[src/pmx_pkg.sv]
// package: constants and carrier types for the two-port pin-function mux
package pmx_pkg;
	localparam int PORT_W = 8;
	localparam logic [7:0] LATCH_RST = 8'hFF;
	localparam logic [1:0] CFG_QUASI = 2'h0;
	localparam logic [1:0] CFG_PUSHPULL = 2'h1;
	localparam logic [1:0] CFG_OPENDRAIN = 2'h2;
	localparam logic [1:0] CFG_INPUT = 2'h3;
	localparam logic [15:0] CFG_RST = 16'h0000;
	localparam int BIT_SER0_RX = 0;
	localparam int BIT_SER0_TX = 1;
	localparam int BIT_IRQ0 = 2;
	localparam int BIT_IRQ1 = 3;
	localparam int BIT_TMR0 = 4;
	localparam int BIT_SER1_RX = 4;
	localparam int BIT_SER1_TX = 5;
	localparam int BIT_TMR2 = 0;
	localparam logic [3:0] ADDR_LINES_RST = 4'h8;
	typedef enum logic [1:0] {PMX_USER, PMX_BUS16, PMX_BUS8, PMX_VERIFY} pmx_mode_e;
	typedef struct packed {
		logic [7:0] dout;
		logic [7:0] oe;
	} pmx_pad_s;
	typedef struct packed {
		logic serial0_receive_in;
		logic external_irq_zero_in;
		logic external_irq_one_in;
		logic timer_zero_count_in;
		logic serial1_receive_in;
		logic timer_two_count_in;
	} pmx_alt_in_s;
endpackage

[src/pmx_port_mux.sv]
// top: pin-function multiplexing for the address/data port, the alternate port and aux pins
//
// Overview of operation
// reset loads ones, quasi mode, first port
// second port eight bits, reset ones, quasi
// each pin configured independently, own behaviour
// bus16: high byte muxed with A12-A19
// bus8: programmable number of address lines
// verify: first port inputs low address
// programmer drives high address on port
// second port bit0 serial0 receive input
// second port bit1 serial0 transmit output
// second port bit2 external irq zero
// second port bit3 external irq one
// bit4 timer zero count or overflow
// aux bit5 serial1 transmit output
// aux pin timer two count or clockout
// aux bit4 serial1 receive input
`timescale 1ns/1ps
`default_nettype none
module pmx_port_mux (
	input wire logic ref_clk,
	input wire logic rst,
	input wire pmx_pkg::pmx_mode_e mode,
	input wire logic addr_phase,
	input wire logic [19:0] bus_addr,
	input wire logic [7:0] bus_data_hi,
	input wire logic bus_data_oe,
	input wire logic [3:0] addr_lines,
	input wire logic latch_we,
	input wire logic [7:0] latch2_wdata,
	input wire logic [7:0] latch3_wdata,
	input wire logic [7:0] aux_wdata,
	input wire logic cfg_we,
	input wire logic [15:0] cfg2_wdata,
	input wire logic [15:0] cfg3_wdata,
	input wire logic [15:0] cfga_wdata,
	input wire logic [7:0] alt3_en,
	input wire logic [7:0] alta_en,
	input wire logic serial0_transmit_out,
	input wire logic timer_zero_ovf_out,
	input wire logic timer_zero_out_en,
	input wire logic serial1_transmit_out,
	input wire logic timer_two_clockout,
	input wire logic timer_two_out_en,
	input wire logic [7:0] port2_in,
	input wire logic [7:0] port3_in,
	input wire logic [7:0] aux_in,
	output logic [7:0] port2_out,
	output logic [7:0] port2_oe,
	output logic [7:0] port3_out,
	output logic [7:0] port3_oe,
	output logic [7:0] aux_out,
	output logic [7:0] aux_oe,
	output logic [7:0] port2_read_r,
	output logic [7:0] port3_read_r,
	output logic [7:0] verify_addr_lo_r,
	output logic [7:0] verify_addr_hi_r,
	output logic [7:0] bus_data_in_r,
	output pmx_pkg::pmx_alt_in_s alt_in_r
);
	//////////////////////////////////////////////////////////////////////////////
	// latches and configuration
	logic [7:0] lat2_r, lat2_nxt, lat3_r, lat3_nxt, lata_r, lata_nxt;
	logic [15:0] cfg2_r, cfg2_nxt, cfg3_r, cfg3_nxt, cfga_r, cfga_nxt;
	always_comb begin
		lat2_nxt = lat2_r;
		lat3_nxt = lat3_r;
		lata_nxt = lata_r;
		cfg2_nxt = cfg2_r;
		cfg3_nxt = cfg3_r;
		cfga_nxt = cfga_r;
		if (latch_we) begin
			lat2_nxt = latch2_wdata;
			lat3_nxt = latch3_wdata;
			lata_nxt = aux_wdata;
		end
		if (cfg_we) begin
			cfg2_nxt = cfg2_wdata;
			cfg3_nxt = cfg3_wdata;
			cfga_nxt = cfga_wdata;
		end
	end
	// reset: all latches ones, every pin quasi-bidirectional
	always_ff @(posedge ref_clk) begin
		if (rst) begin
			lat2_r <= pmx_pkg::LATCH_RST;
			cfg2_r <= pmx_pkg::CFG_RST;
			lat3_r <= pmx_pkg::LATCH_RST;
			cfg3_r <= pmx_pkg::CFG_RST;
			lata_r <= pmx_pkg::LATCH_RST;
			cfga_r <= pmx_pkg::CFG_RST;
		end else begin
			lat2_r <= lat2_nxt;
			lat3_r <= lat3_nxt;
			lata_r <= lata_nxt;
			cfg2_r <= cfg2_nxt;
			cfg3_r <= cfg3_nxt;
			cfga_r <= cfga_nxt;
		end
	end
	//////////////////////////////////////////////////////////////////////////////
	// first port: bus ownership by mode
	logic [7:0] addr_mask;
	logic [7:0] bus_val;
	logic bus_own;
	logic [7:0] bus_own_mask;
	always_comb begin
		addr_mask = 8'h00;
		for (int i = 0; i < 8; i++) begin
			if (4'(i) < addr_lines) addr_mask[i] = 1'b1;
		end
		bus_val = lat2_r;
		bus_own = 1'b0;
		bus_own_mask = 8'h00;
		case (mode)
			pmx_pkg::PMX_BUS16: begin
				bus_own = 1'b1;
				bus_own_mask = 8'hFF;
				bus_val = addr_phase ? bus_addr[19:12] : bus_data_hi;
			end
			pmx_pkg::PMX_BUS8: begin
				bus_own = 1'b1;
				bus_own_mask = addr_mask;
				bus_val = (bus_addr[19:12] & addr_mask) | (lat2_r & ~addr_mask);
			end
			pmx_pkg::PMX_VERIFY: bus_own = 1'b0;
			default: bus_own = 1'b0;
		endcase
	end
	//////////////////////////////////////////////////////////////////////////////
	// per-pin drivers; each pin reads its own two config bits
	logic [7:0] p2_o, p2_e, p3_o, p3_e, pa_o, pa_e;
	logic [7:0] p3_val, pa_val;
	always_comb begin
		p3_val = lat3_r;
		if (alt3_en[pmx_pkg::BIT_SER0_TX]) begin
			p3_val[pmx_pkg::BIT_SER0_TX] = serial0_transmit_out;
		end
		if (alt3_en[pmx_pkg::BIT_TMR0] && timer_zero_out_en) begin
			p3_val[pmx_pkg::BIT_TMR0] = timer_zero_ovf_out;
		end
		pa_val = lata_r;
		if (alta_en[pmx_pkg::BIT_SER1_TX]) begin
			pa_val[pmx_pkg::BIT_SER1_TX] = serial1_transmit_out;
		end
		if (alta_en[pmx_pkg::BIT_TMR2] && timer_two_out_en) begin
			pa_val[pmx_pkg::BIT_TMR2] = timer_two_clockout;
		end
	end
	for (genvar g = 0; g < pmx_pkg::PORT_W; g++) begin : g_pin
		pmx_pin_cell u_p2 (.cfg(cfg2_r[2*g+1:2*g]), .dval(lat2_r[g]),
			.pad_out(p2_o[g]), .pad_oe(p2_e[g]));
		pmx_pin_cell u_p3 (.cfg(cfg3_r[2*g+1:2*g]), .dval(p3_val[g]),
			.pad_out(p3_o[g]), .pad_oe(p3_e[g]));
		pmx_pin_cell u_pa (.cfg(cfga_r[2*g+1:2*g]), .dval(pa_val[g]),
			.pad_out(pa_o[g]), .pad_oe(pa_e[g]));
	end
	//////////////////////////////////////////////////////////////////////////////
	// output selection and input capture
	logic [7:0] p2_out_nxt, p2_oe_nxt, p3_out_nxt, p3_oe_nxt;
	logic [7:0] vlo_nxt, vhi_nxt, bdin_nxt, pa_oe_nxt;
	pmx_pkg::pmx_alt_in_s alt_nxt;
	always_comb begin
		p2_out_nxt = p2_o;
		p2_oe_nxt = p2_e;
		if (bus_own) begin
			for (int i = 0; i < 8; i++) begin
				if (bus_own_mask[i]) begin
					p2_out_nxt[i] = bus_val[i];
					// bus16 data phase drives only on writes, read data flows inward; bus8 address lines drive in every phase
					p2_oe_nxt[i] = addr_phase | bus_data_oe | (mode == pmx_pkg::PMX_BUS8);
				end
			end
		end
		if (mode == pmx_pkg::PMX_VERIFY) p2_oe_nxt = 8'h00;
		p3_out_nxt = p3_o;
		p3_oe_nxt = p3_e;
		// inputs used by alternate functions must not be driven by the port
		if (alt3_en[pmx_pkg::BIT_SER0_RX]) p3_oe_nxt[pmx_pkg::BIT_SER0_RX] = 1'b0;
		if (alt3_en[pmx_pkg::BIT_IRQ0]) p3_oe_nxt[pmx_pkg::BIT_IRQ0] = 1'b0;
		if (alt3_en[pmx_pkg::BIT_IRQ1]) p3_oe_nxt[pmx_pkg::BIT_IRQ1] = 1'b0;
		if (alt3_en[pmx_pkg::BIT_TMR0] && !timer_zero_out_en) begin
			p3_oe_nxt[pmx_pkg::BIT_TMR0] = 1'b0;
		end
		if (mode == pmx_pkg::PMX_VERIFY) p3_oe_nxt = 8'h00;
		// aux input roles release their pins whatever the pin setting says
		pa_oe_nxt = pa_e;
		if (alta_en[pmx_pkg::BIT_SER1_RX]) pa_oe_nxt[pmx_pkg::BIT_SER1_RX] = 1'b0;
		if (alta_en[pmx_pkg::BIT_TMR2] && !timer_two_out_en) begin
			pa_oe_nxt[pmx_pkg::BIT_TMR2] = 1'b0;
		end
		vlo_nxt = verify_addr_lo_r;
		vhi_nxt = verify_addr_hi_r;
		if (mode == pmx_pkg::PMX_VERIFY) begin
			vlo_nxt = port2_in;
			vhi_nxt = port3_in;
		end
		bdin_nxt = port2_in;
		alt_nxt.serial0_receive_in = port3_in[pmx_pkg::BIT_SER0_RX];
		alt_nxt.external_irq_zero_in = port3_in[pmx_pkg::BIT_IRQ0];
		alt_nxt.external_irq_one_in = port3_in[pmx_pkg::BIT_IRQ1];
		alt_nxt.timer_zero_count_in = port3_in[pmx_pkg::BIT_TMR0];
		alt_nxt.serial1_receive_in = aux_in[pmx_pkg::BIT_SER1_RX];
		alt_nxt.timer_two_count_in = aux_in[pmx_pkg::BIT_TMR2];
	end
	// all pad outputs registered; reset releases pins (quasi high = weak one)
	always_ff @(posedge ref_clk) begin
		if (rst) begin
			port2_out <= pmx_pkg::LATCH_RST;
			port2_oe <= 8'h00;
			port3_out <= pmx_pkg::LATCH_RST;
			port3_oe <= 8'h00;
			aux_out <= pmx_pkg::LATCH_RST;
			aux_oe <= 8'h00;
			port2_read_r <= 8'h00;
			port3_read_r <= 8'h00;
			verify_addr_lo_r <= 8'h00;
			verify_addr_hi_r <= 8'h00;
			bus_data_in_r <= 8'h00;
			alt_in_r <= '0;
		end else begin
			port2_out <= p2_out_nxt;
			port2_oe <= p2_oe_nxt;
			port3_out <= p3_out_nxt;
			port3_oe <= p3_oe_nxt;
			aux_out <= pa_o;
			aux_oe <= pa_oe_nxt;
			port2_read_r <= port2_in;
			port3_read_r <= port3_in;
			verify_addr_lo_r <= vlo_nxt;
			verify_addr_hi_r <= vhi_nxt;
			bus_data_in_r <= bdin_nxt;
			alt_in_r <= alt_nxt;
		end
	end
endmodule
`default_nettype wire

[src/pmx_pin_cell.sv]
// one configurable port pin: output driver per mode
`timescale 1ns/1ps
`default_nettype none
module pmx_pin_cell (
	input wire logic [1:0] cfg,
	input wire logic dval,
	output logic pad_out,
	output logic pad_oe
);
	// quasi drives ones weakly; modelled as drive only when low or strong push-pull
	always_comb begin
		pad_out = dval;
		case (cfg)
			pmx_pkg::CFG_QUASI: pad_oe = ~dval;
			pmx_pkg::CFG_PUSHPULL: pad_oe = 1'b1;
			pmx_pkg::CFG_OPENDRAIN: pad_oe = ~dval;
			pmx_pkg::CFG_INPUT: pad_oe = 1'b0;
			default: pad_oe = 1'b0;
		endcase
	end
endmodule
`default_nettype wire

[config.mk]
export PLATFORM = sky130hd
export DESIGN_NAME = pmx_port_mux
export DESIGN_NICKNAME = d
export VERILOG_FILES = /design/src/pmx_pkg.sv /design/src/pmx_port_mux.sv /design/src/pmx_pin_cell.sv
export SDC_FILE = /design/constraint.sdc
export NUM_CORES = 1
export LEC_CHECK = 0
export BUFFER_PORTS_ARGS = -buffer_cell sky130_fd_sc_hd__buf_2
export CAP_MARGIN = 20
export CORE_ASPECT_RATIO = 1.2
export CORE_MARGIN = 2
export CORE_UTILIZATION = 45
export DETAILED_ROUTE_END_ITERATION = 12
export PLACE_DENSITY_LB_ADDON = 0.1
export SLEW_MARGIN = 15
export SYNTH_ARGS = -nofsm -noshare
export SYNTH_HDL_FRONTEND = slang
export SYNTH_SLANG_ARGS = --single-unit
[constraint.sdc]
create_clock -name ref_clk -period 1.85 [get_ports ref_clk]
set_clock_uncertainty 0.15 [all_clocks]
set_input_delay 0.2775 -clock ref_clk [delete_from_list [all_inputs] [get_ports ref_clk]]
set_output_delay 0.2775 -clock ref_clk [all_outputs]
set_load 0.005 [all_outputs]
Word-level counts from Yosys, hierarchy flattened:

Index checks and enable logic that the tools add are counted.

* register bits: 158
* bits of input ports: 158

* $lt $le $gt $ge: 8
* equality and inequality tests: 75
* multiplexer cells: 58
* bitwise logic cells: 30
* reductions and logical operators: 62

Operators by type and width (number)
* 2-bit == test, second input constant: 50
* 1-bit one-hot mux with 3 select lines: 24
* 2-bit OR reduction: 28
* 2-bit by 1-bit == test with 1-bit output, second input constant: 25
* 2-bit logical NOT: 24
* 8-bit one-hot mux with 2 select lines: 2
* 1-bit two-way mux: 29
* 8-bit two-way mux: 3
* 1-bit inverter: 24
* 8-bit AND: 2
* 3-bit by 4-bit < comparator with 1-bit output, first input constant: 4
* 3-bit OR reduction: 4
* 1-bit by 4-bit < comparator with 1-bit output, first input constant: 2
* 2-bit by 4-bit < comparator with 1-bit output, first input constant: 2
* 8-bit inverter: 1
* 8-bit bitwise OR: 1
* 1-bit logical AND: 4
* 1-bit logical NOT: 2
* 1-bit bitwise OR: 2

Longest topological paths before layout:

Gate-level depths: netlist of run 1.

* word-level depth: 8
* mapped depth: 7

Cells and area by module:

From an unflattened synthesis of run 1, not the netlist that was laid out.

* cell total of the unflattened synthesis: 571
* area total of the unflattened synthesis: 5987.0 um^2

Modules (own cells, without submodules)
* pmx_port_mux: instances 1, cells each 523, area an instance 5566.6 um^2, sequential area each 3083.0 um^2
* pmx_pin_cell: instances 24, cells each 2, area an instance 17.5 um^2, sequential area each 0.0 um^2

Worst setup path after synthesis of run 1:

Ideal clock, no wire load.

* path type: input -> register
* from: in mode[0]
* to: reg port2_out[5]
* arrival: 1.279 ns
* slack: 0.299 ns
* stages on the path: 6
* buffers on the path: 0
* cell sequence: inv_1 ha_1 o21bai_4 nor2_2 nand2_1 a221o_1

* longest elaborated chain between the ends: 4
* elaborated cells between the ends (all ways): 8

Ends and longest elaborated chain
* start, declared: RTL line pmx_port_mux.sv:24 `input wire pmx_pkg::pmx_mode_e mode,`
* 2-bit == test or 2-bit by 1-bit == test with 1-bit output (tied branches): RTL line pmx_port_mux.sv:116 `case (mode)`
* 8-bit one-hot mux with 2 select lines or 2-bit OR reduction (tied branches)
* 1-bit two-way mux (on tied branches): RTL line pmx_port_mux.sv:169, pmx_port_mux.sv:116
* 8-bit two-way mux (*): RTL line pmx_port_mux.sv:167 `if (bus_own) begin`
* end signal, assigned: RTL line pmx_port_mux.sv:210 `port2_out <= pmx_pkg::LATCH_RST;`
* end signal, assigned: RTL line pmx_port_mux.sv:223 `port2_out <= p2_out_nxt;`
* end, declared: RTL line pmx_port_mux.sv:49 `output logic [7:0] port2_out,`

Every way passes the cells marked *; elsewhere a longest branch is shown, timed or not.
A chain may end at the register's enable or synchronous reset.

Worst setup path after layout of run 1:

* from: in serial1_transmit_out
* to: reg aux_out[5]

* longest elaborated chain between the ends: 1

Ends and longest elaborated chain
* start, declared: RTL line pmx_port_mux.sv:43 `input wire logic serial1_transmit_out,`
* 1-bit two-way mux: RTL line pmx_port_mux.sv:144 `if (alta_en[pmx_pkg::BIT_SER1_TX]) begin`
* end signal, assigned: RTL line pmx_port_mux.sv:214 `aux_out <= pmx_pkg::LATCH_RST;`
* end signal, assigned: RTL line pmx_port_mux.sv:227 `aux_out <= pa_o;`
* end, declared: RTL line pmx_port_mux.sv:53 `output logic [7:0] aux_out,`

No other way between the ends.

==> flow_summary.ini, run 1 <==
[run_status]
status = completed

[sta]
tns_ns = 0
layout_min_cycle_time_ns = 1.68
report.final.setup_viol = 0
worstMarginPinSlew_ns = 0.441
hold_viol_final = 0
timing.max_slew.rel_slack_pct = 70.6
drv_slew = 0
post-route-period-util_pct = 91.0
fmax_mhz = 594
grt_setup_unrepaired = no

[power_and_ir_drop]
power_frac_comb_pct = 12.6
p_sw_share_pct = 23.5
power_leakage_nw = 4.10
switchingPower_mw = 1.94
power.internal_mw = 6.31
share_seq_of_total_power_pct = 43.7
power_frac_clock_pct = 43.7
irDropWorstVdd_mv = 0.699
power.density_mw_per_mm2 = 950

[route]
count_of_vias_placed_by_the_detailed_router = 5087
route.detailed.drc = 0
drt_first_pass_iters = 5
detailedRoute.firstIterationViolations = 120
detail_route.wl_per_cell_um = 14.6
route.detailed.vias_per_inst = 4.83
antenna_violating_nets_post_route = 0
drt_wl_total_um = 15400

[global_route]
antenna_found_initial = 0
grt_pass1_vias = 5251
track_usage_pct = 22.8
largest_net_degree_at_the_start_of_global_routing = 49
global_route.overflow_total = 0
first_pass_grt_wire_length_um = 24700

[critical_path]
critPathSlowestCell = sky130_fd_sc_hd__dlygate4sd3_1
cp_data_arrival_time_ns = 1.83
library_cell_appearing_most_often_on_the_critical_path = sky130_fd_sc_hd__dlygate4sd3_1
timing.reg2reg.setup_slack_ns = 0.40
critPathMaxStageDelay_ns = 0.61
cp_max_fo = 2
crit_type = in2reg
crit_chain = dlygate4sd3_1 > buf_2 > mux2i_1 > dlygate4sd3_1 > nand2_1
crit-reg2reg-launch = lata_r[5]
r2r_end = aux_out[5]
element_type_at_the_critical_path_start = input port
cp_data_required_time_ns = 2.00
crit_path_end_kind = flop
r2r.worst_path.cells = 3

[place]
placed_cell_area_mm2 = 0.00708
portBuffers = 225
detailedPlacementHpwl_um = 10200
place.gp.congestion = 0.888

[clock_tree]
clock_tree.root_cell = sky130_fd_sc_hd__clkbuf_16
tritoncts = built
cts_repair_resize_count = 0
cts_max_level = 4
worst_skew_pair.late_latency_ns = 0.42
postCtsHoldBufs = 99
cts_sinks = 154
cts.reportedPaths.clkPinSlew_ns = 0.06
post_cts_setup_buffer_count = 0
max_buffers_root_to_sink = 2
cts-buffers-inserted = 17

[hold_path]
hold_depth = 3
timing.hold.worst.start = serial0_transmit_out
min_delay_worst_endpoint = port3_out[1]
hold_path.class = in2reg

[finish]
antenna_cells_inserted = 0
final_layout_size_suffix_gt1_share_pct = 34.4
layout_commonest_cell = sky130_fd_sc_hd__buf_2
fillCellCount = 997
nNetsFinal = 1038
mostFrequentLayoutCells = sky130_fd_sc_hd__buf_2, sky130_fd_sc_hd__dfxtp_1, sky130_fd_sc_hd__mux2i_1, sky130_fd_sc_hd__dlygate4sd3_1, sky130_fd_sc_hd__nor2_1
area.growth.synth_to_final_pct = 48.9
final_design_area_no_fill_mm2 = 0.00869

[synthesis]
synth_cells = 562
muxShareOfSynthArea_pct = 18.3
async_reset_ff_share_pct = 0
yosys.area_share.adder_pct = 0.644
post_synth_num_cell_types = 48
number_of_warnings_reported_in_the_yosys_synthesis_log = 0
post_synth.cell_area_avg_um2 = 10.4
synth_xor_area_share_pct = 0
synth-main-ff-cell = sky130_fd_sc_hd__dfxtp_1
mappedNetlistNets = 723
synth_compound_area_share_pct = 8.58
synth_top_family_by_area = multiplexers
ys_seq_area_share_pct = 52.9
synth_edf_count = 0
number_of_flip_flops_and_latches_in_the_synthesized_netlist = 154
netlist_area_mm2 = 0.00583
synthSimpleGateAreaFrac_pct = 14.2

[die]
core_region_area_mm2 = 0.0127
die_h_um = 129
chipWidth_um = 108
start_util_pct = 46.0
fp.dieArea_mm2 = 0.0139
placement_rows = 45
num_io_pins = 252

[run]
cap_viol_max_count = 0
sequential cells by signal (all words and copies together), names as in the netlist:
signal and flops:
aux_oe 8, cfg3_r 16, aux_out 8, port3_oe 8, port3_out 8, lata_r 8, port2_oe 8, port3_read_r 8
lat2_r 8, cfga_r 16, port2_out 8, verify_addr_lo_r 8, alt_in_r 2, bus_data_in_r 8, verify_addr_hi_r 8, cfg2_r 16
lat3_r 8
area by class of cell:
cell class / count / area [µm²] / share of cell area (%)
Tap cell: 164 / 205 / 2.36
Clock buffer: 20 / 457 / 5.26
Multi-Input combinational cell: 349 / 2440 / 28.1
Clock inverter: 12 / 163 / 1.87
Timing Repair Buffer: 342 / 2290 / 26.4
Sequential cell: 154 / 3080 / 35.5
Inverter: 13 / 48.8 / 0.562
kinds of logic (layout without fill, tap and decap cells):
logic type	Yosys count	count (layout)
buf+inv	59	387
fa+ha+maj	3	3
compound gates	60	60
simple gates	180	180
flops	154	154
mux	106	106
worst max-delay path, delay by kind of cell:
| kind | cells | cell delay, ns |
|---|---|---|
| AND/OR/NAND/NOR | 1 | 0.05 |
| buffers and inverters | 3 | 1.28 |
| multiplexers | 1 | 0.21 |
power by group through the flow:
stage	Sequential, mW	Clock, mW	Combinational [mW]
after floorplan	3.67	0	0.491
after global placement	3.67	0	0.851
after detailed placement	3.68	0	0.868
after CTS	3.61	3.69	1.04
after global routing	3.63	3.85	1.14
final	3.61	3.61	1.04
synth_stat cells (3+ instances only):
cell type	instances	share of area [%]
sky130_fd_sc_hd__buf_4	14	1.8
sky130_fd_sc_hd__dfxtp_1	154	53
sky130_fd_sc_hd__buf_2	11	0.94
sky130_fd_sc_hd__ha_1	3	0.64
sky130_fd_sc_hd__mux2_2	7	1.4
sky130_fd_sc_hd__buf_1	4	0.26
sky130_fd_sc_hd__o211ai_1	5	0.64
sky130_fd_sc_hd__a2111oi_2	3	0.77
sky130_fd_sc_hd__clkbuf_1	12	0.77
sky130_fd_sc_hd__buf_6	3	0.58
sky130_fd_sc_hd__nor2b_1	34	3.6
sky130_fd_sc_hd__mux2i_1	99	17
sky130_fd_sc_hd__nand2_1	38	2.4
sky130_fd_sc_hd__nor3_1	3	0.26
sky130_fd_sc_hd__o221ai_1	3	0.45
sky130_fd_sc_hd__nor2_1	82	5.3
sky130_fd_sc_hd__or2_2	12	1.3
sky130_fd_sc_hd__a211oi_1	10	1.3
sky130_fd_sc_hd__inv_1	12	0.77
sky130_fd_sc_hd__a21oi_1	14	1.2
sky130_fd_sc_hd__o21ai_0	3	0.26
routing by layer:
layer,vias up,track usage [%],wire length [µm]
li1,2527,-,-
met1,2376,24.9,6140
met2,169,41.5,8030
met3,15,6.74,1070
met4,0,8.22,177
met5,-,0,0
through the flow:
step	utilization, %	power, mW	hold WS [ns]	instances	worst slack [ns]
finish	68.6	8.25	0.0342	1054	0.167
global route	68.6	8.62	0.0395	1054	0.119
CTS	68.6	8.33	0.0240	1054	0.262
detailed placement	55.9	4.55	0.284	923	0.0197
global placement	55.9	4.52	0.277	923	0.0392
floorplan	-	4.17	0.207	562	0.299
how the worst max path moves through the flow:
stage | cells past startpoint | to | start | slack, ns
2_1_floorplan | 6 | port2_out[5] | mode[0] | 0.30
3_3_place_gp | 8 | port2_oe[7] | mode[1] | 0.04
3_5_place_dp | 8 | port2_oe[4] | mode[1] | 0.02
4_1_cts | 5 | aux_out[5] | serial1_transmit_out | 0.26
5_1_grt | 5 | aux_out[5] | serial1_transmit_out | 0.12
6_report | 5 | aux_out[5] | serial1_transmit_out | 0.17
(Power assumes the default switching activity.)
==> run 2: changes to the inputs <==
SETUP_SLACK_MARGIN = 0.15   (was not set)
SYNTH_HIERARCHICAL = 1   (was not set)
==> run 2 against run 1 <==
Hold slack better by 0.0043 ns; utilization is 2.5 points lower; non-clock buffer count is 4 higher; worst setup slack better by 0.12 ns; final cell count is 0.66% lower; power is 3.5% lower; sequential share of layout area is 0.087 points higher; clock-buffer cell count is 2 higher; critical endpoint is now port2_out[3]; register-to-register slack better by 0.16 ns.
==> flow_summary.ini, run 2 <==
[die]
core_region_area_mm2 = 0.0131
placement_rows = 46
fp.dieArea_mm2 = 0.0142
start_util_pct = 45.6
num_io_pins = 252
die_h_um = 130
chipWidth_um = 109

[global_route]
grt_pass1_vias = 4888
largest_net_degree_at_the_start_of_global_routing = 59
antenna_found_initial = 0
first_pass_grt_wire_length_um = 23500
track_usage_pct = 21.5
global_route.overflow_total = 0

[finish]
mostFrequentLayoutCells = sky130_fd_sc_hd__buf_2, sky130_fd_sc_hd__dfxtp_1, sky130_fd_sc_hd__mux2i_1
antenna_cells_inserted = 0
biggestRegsByFlops = cfg2_r: 16 flops, cfg3_r: 16 flops, cfga_r: 16 flops
layout_commonest_cell = sky130_fd_sc_hd__buf_2
nNetsFinal = 1029
area.growth.synth_to_final_pct = 44.7
final_design_area_no_fill_mm2 = 0.00866
fin_cells = 1047
final_layout_size_suffix_gt1_share_pct = 35.5

[sta]
worstMarginPinSlew_ns = 0.437
drv_slew = 0
report.final.setup_viol = 0
tns_ns = 0
post-route-period-util_pct = 84.6
hold_viol_final = 0
timing.hold.ws_ns = 0.0384
fmax_mhz = 639
grt_setup_unrepaired = no
timing.max_slew.rel_slack_pct = 70.6
layout_min_cycle_time_ns = 1.56

[run]
cap_viol_max_count = 0

[critical_path]
library_cell_appearing_most_often_on_the_critical_path = sky130_fd_sc_hd__buf_4
critPathMaxStageDelay_ns = 0.56
cp_data_arrival_time_ns = 1.75
element_type_at_the_critical_path_start = input port
crit_chain = dlygate4sd3_1 > buf_4 > clkinv_1 > buf_4 > a31oi_1
cp_data_required_time_ns = 2.03
crit_path_end_kind = flop
cp_max_fo = 8
critPathSlowestCell = sky130_fd_sc_hd__dlygate4sd3_1
crit_type = in2reg

[place]
place.gp.congestion = 0.860
placed_cell_area_mm2 = 0.00715
dp_cells = 922
portBuffers = 225
detailedPlacementHpwl_um = 10500

[synthesis]
post_synth_most_frequent_cells = sky130_fd_sc_hd__dfxtp_1, sky130_fd_sc_hd__mux2i_1, sky130_fd_sc_hd__nor2_1, sky130_fd_sc_hd__buf_4, sky130_fd_sc_hd__nand2_1
mappedNetlistNets = 732
synth_edf_count = 0
post-synth-top-count-cell = sky130_fd_sc_hd__dfxtp_1
synth-main-ff-cell = sky130_fd_sc_hd__dfxtp_1
post_synth_num_cell_types = 41
async_reset_ff_share_pct = 0
ys_top_cells_by_area = sky130_fd_sc_hd__dfxtp_1, sky130_fd_sc_hd__mux2i_1, sky130_fd_sc_hd__buf_4, sky130_fd_sc_hd__nor2_1, sky130_fd_sc_hd__nor2b_1
number_of_flip_flops_and_latches_in_the_synthesized_netlist = 154
synth_largest_area_cell = sky130_fd_sc_hd__dfxtp_1
synth_cells = 571
post_synth.cell_area_avg_um2 = 10.5
netlist_area_mm2 = 0.00599
ys_seq_area_share_pct = 51.5
number_of_warnings_reported_in_the_yosys_synthesis_log = 6
synth.top_cell.area_share_pct = 51.5

[hold_path]
hold_path.class = in2reg

[clock_tree]
cts.reportedPaths.clkPinSlew_ns = 0.06
cts_repair_resize_count = 0
cts-buffers-inserted = 17
post_cts_setup_buffer_count = 0
max_buffers_root_to_sink = 2
cts_max_level = 4
clock_tree.root_cell = sky130_fd_sc_hd__clkbuf_16
worst_skew_pair.late_latency_ns = 0.41
tritoncts = built
cts_sinks = 154
postCtsHoldBufs = 95

[power_and_ir_drop]
power.internal_mw = 6.14
share_seq_of_total_power_pct = 45.3
p_total_mw = 7.96
power_frac_comb_pct = 13.0
power_frac_clock_pct = 41.7
power_leakage_nw = 4.10
switchingPower_mw = 1.82
irDropWorstVdd_mv = 0.521
power.density_mw_per_mm2 = 919
p_sw_share_pct = 22.9

[route]
route.detailed.vias_per_inst = 4.74
antenna_violating_nets_post_route = 0
drt_wl_total_um = 15300
detailedRoute.firstIterationViolations = 191
route.detailed.drc = 0
drt_first_pass_iters = 4
count_of_vias_placed_by_the_detailed_router = 4964
detail_route.wl_per_cell_um = 14.6

[run_status]
status = completed
run 2: changes by cell type after synthesis, moves of 9 or more:
cell	change
sky130_fd_sc_hd__nor2_1	-10
sky130_fd_sc_hd__a211oi_1	-9
sky130_fd_sc_hd__buf_4	+25
sky130_fd_sc_hd__nor2b_1	-10
sky130_fd_sc_hd__mux2i_1	+17
run 2: stage by stage:
| step | util [%] | setup slack [ns] |
|---|---|---|
| final | 66.0 | 0.286 |
| after floorplan | - | 0.168 |
| after detailed placement | 54.5 | -0.0569 |
| after global routing | 66.0 | 0.243 |
| after global placement | 54.5 | -0.00452 |
| after CTS | 66.0 | 0.271 |
run 2: power groups by stage:
stage	Sequential [mW]	Clock, mW	Combinational, mW
6_report	3.61	3.32	1.04
5_1_grt	3.63	3.51	1.14
4_1_cts	3.60	3.39	1.04
3_5_place_dp	3.68	0	0.874
3_3_place_gp	3.67	0	0.857
2_1_floorplan	3.68	0	0.517
run 2: worst paths after layout:
check / depth (start not counted) / slack [ns] / endpoint / start
hold / removal: 3 / 0.04 / aux_oe[0] / alta_en[0]
hold reg to reg: 1 / 0.32 / aux_out[1] / lata_r[1]
setup / recovery: 5 / 0.29 / port2_out[3] / rst
setup reg to reg: 3 / 0.56 / cfg3_r[14] / cfg3_r[14]
run 2: cell families after synthesis:
logic type	after synthesis	synth area share, %
adders and majority gates	3	0.627
muxes	131	22.2
and+or+nand+nor	169	13.4
DFF	154	51.5
buffers and inverters	74	7.36
AOI/OAI and AO/OA	40	4.87
run 2: area by class of cell:
cell class	count	area, µm²
repair buffers	346	2320
well taps	168	210
fillers	1082	4460
clock inverters	8	96.3
inverters	6	22.5
multi-input cells	343	2460
clock buffers	22	464
flip-flops and latches	154	3080
run 2: per-layer routing:
| metal | vias up | GRT usage, % | wire length [µm] |
|---|---|---|---|
| li1 | 2479 | - | - |
| met1 | 2283 | 24.2 | 6330 |
| met2 | 172 | 37.9 | 7650 |
| met3 | 30 | 6.24 | 931 |
| met4 | 0 | 8.94 | 404 |
| met5 | - | 0 | 0 |
run 2: worst max-delay path: cells and delay by family:
family	cells	cell delay [ns]
compound gates	1	0.16
buf+inv	4	1.31
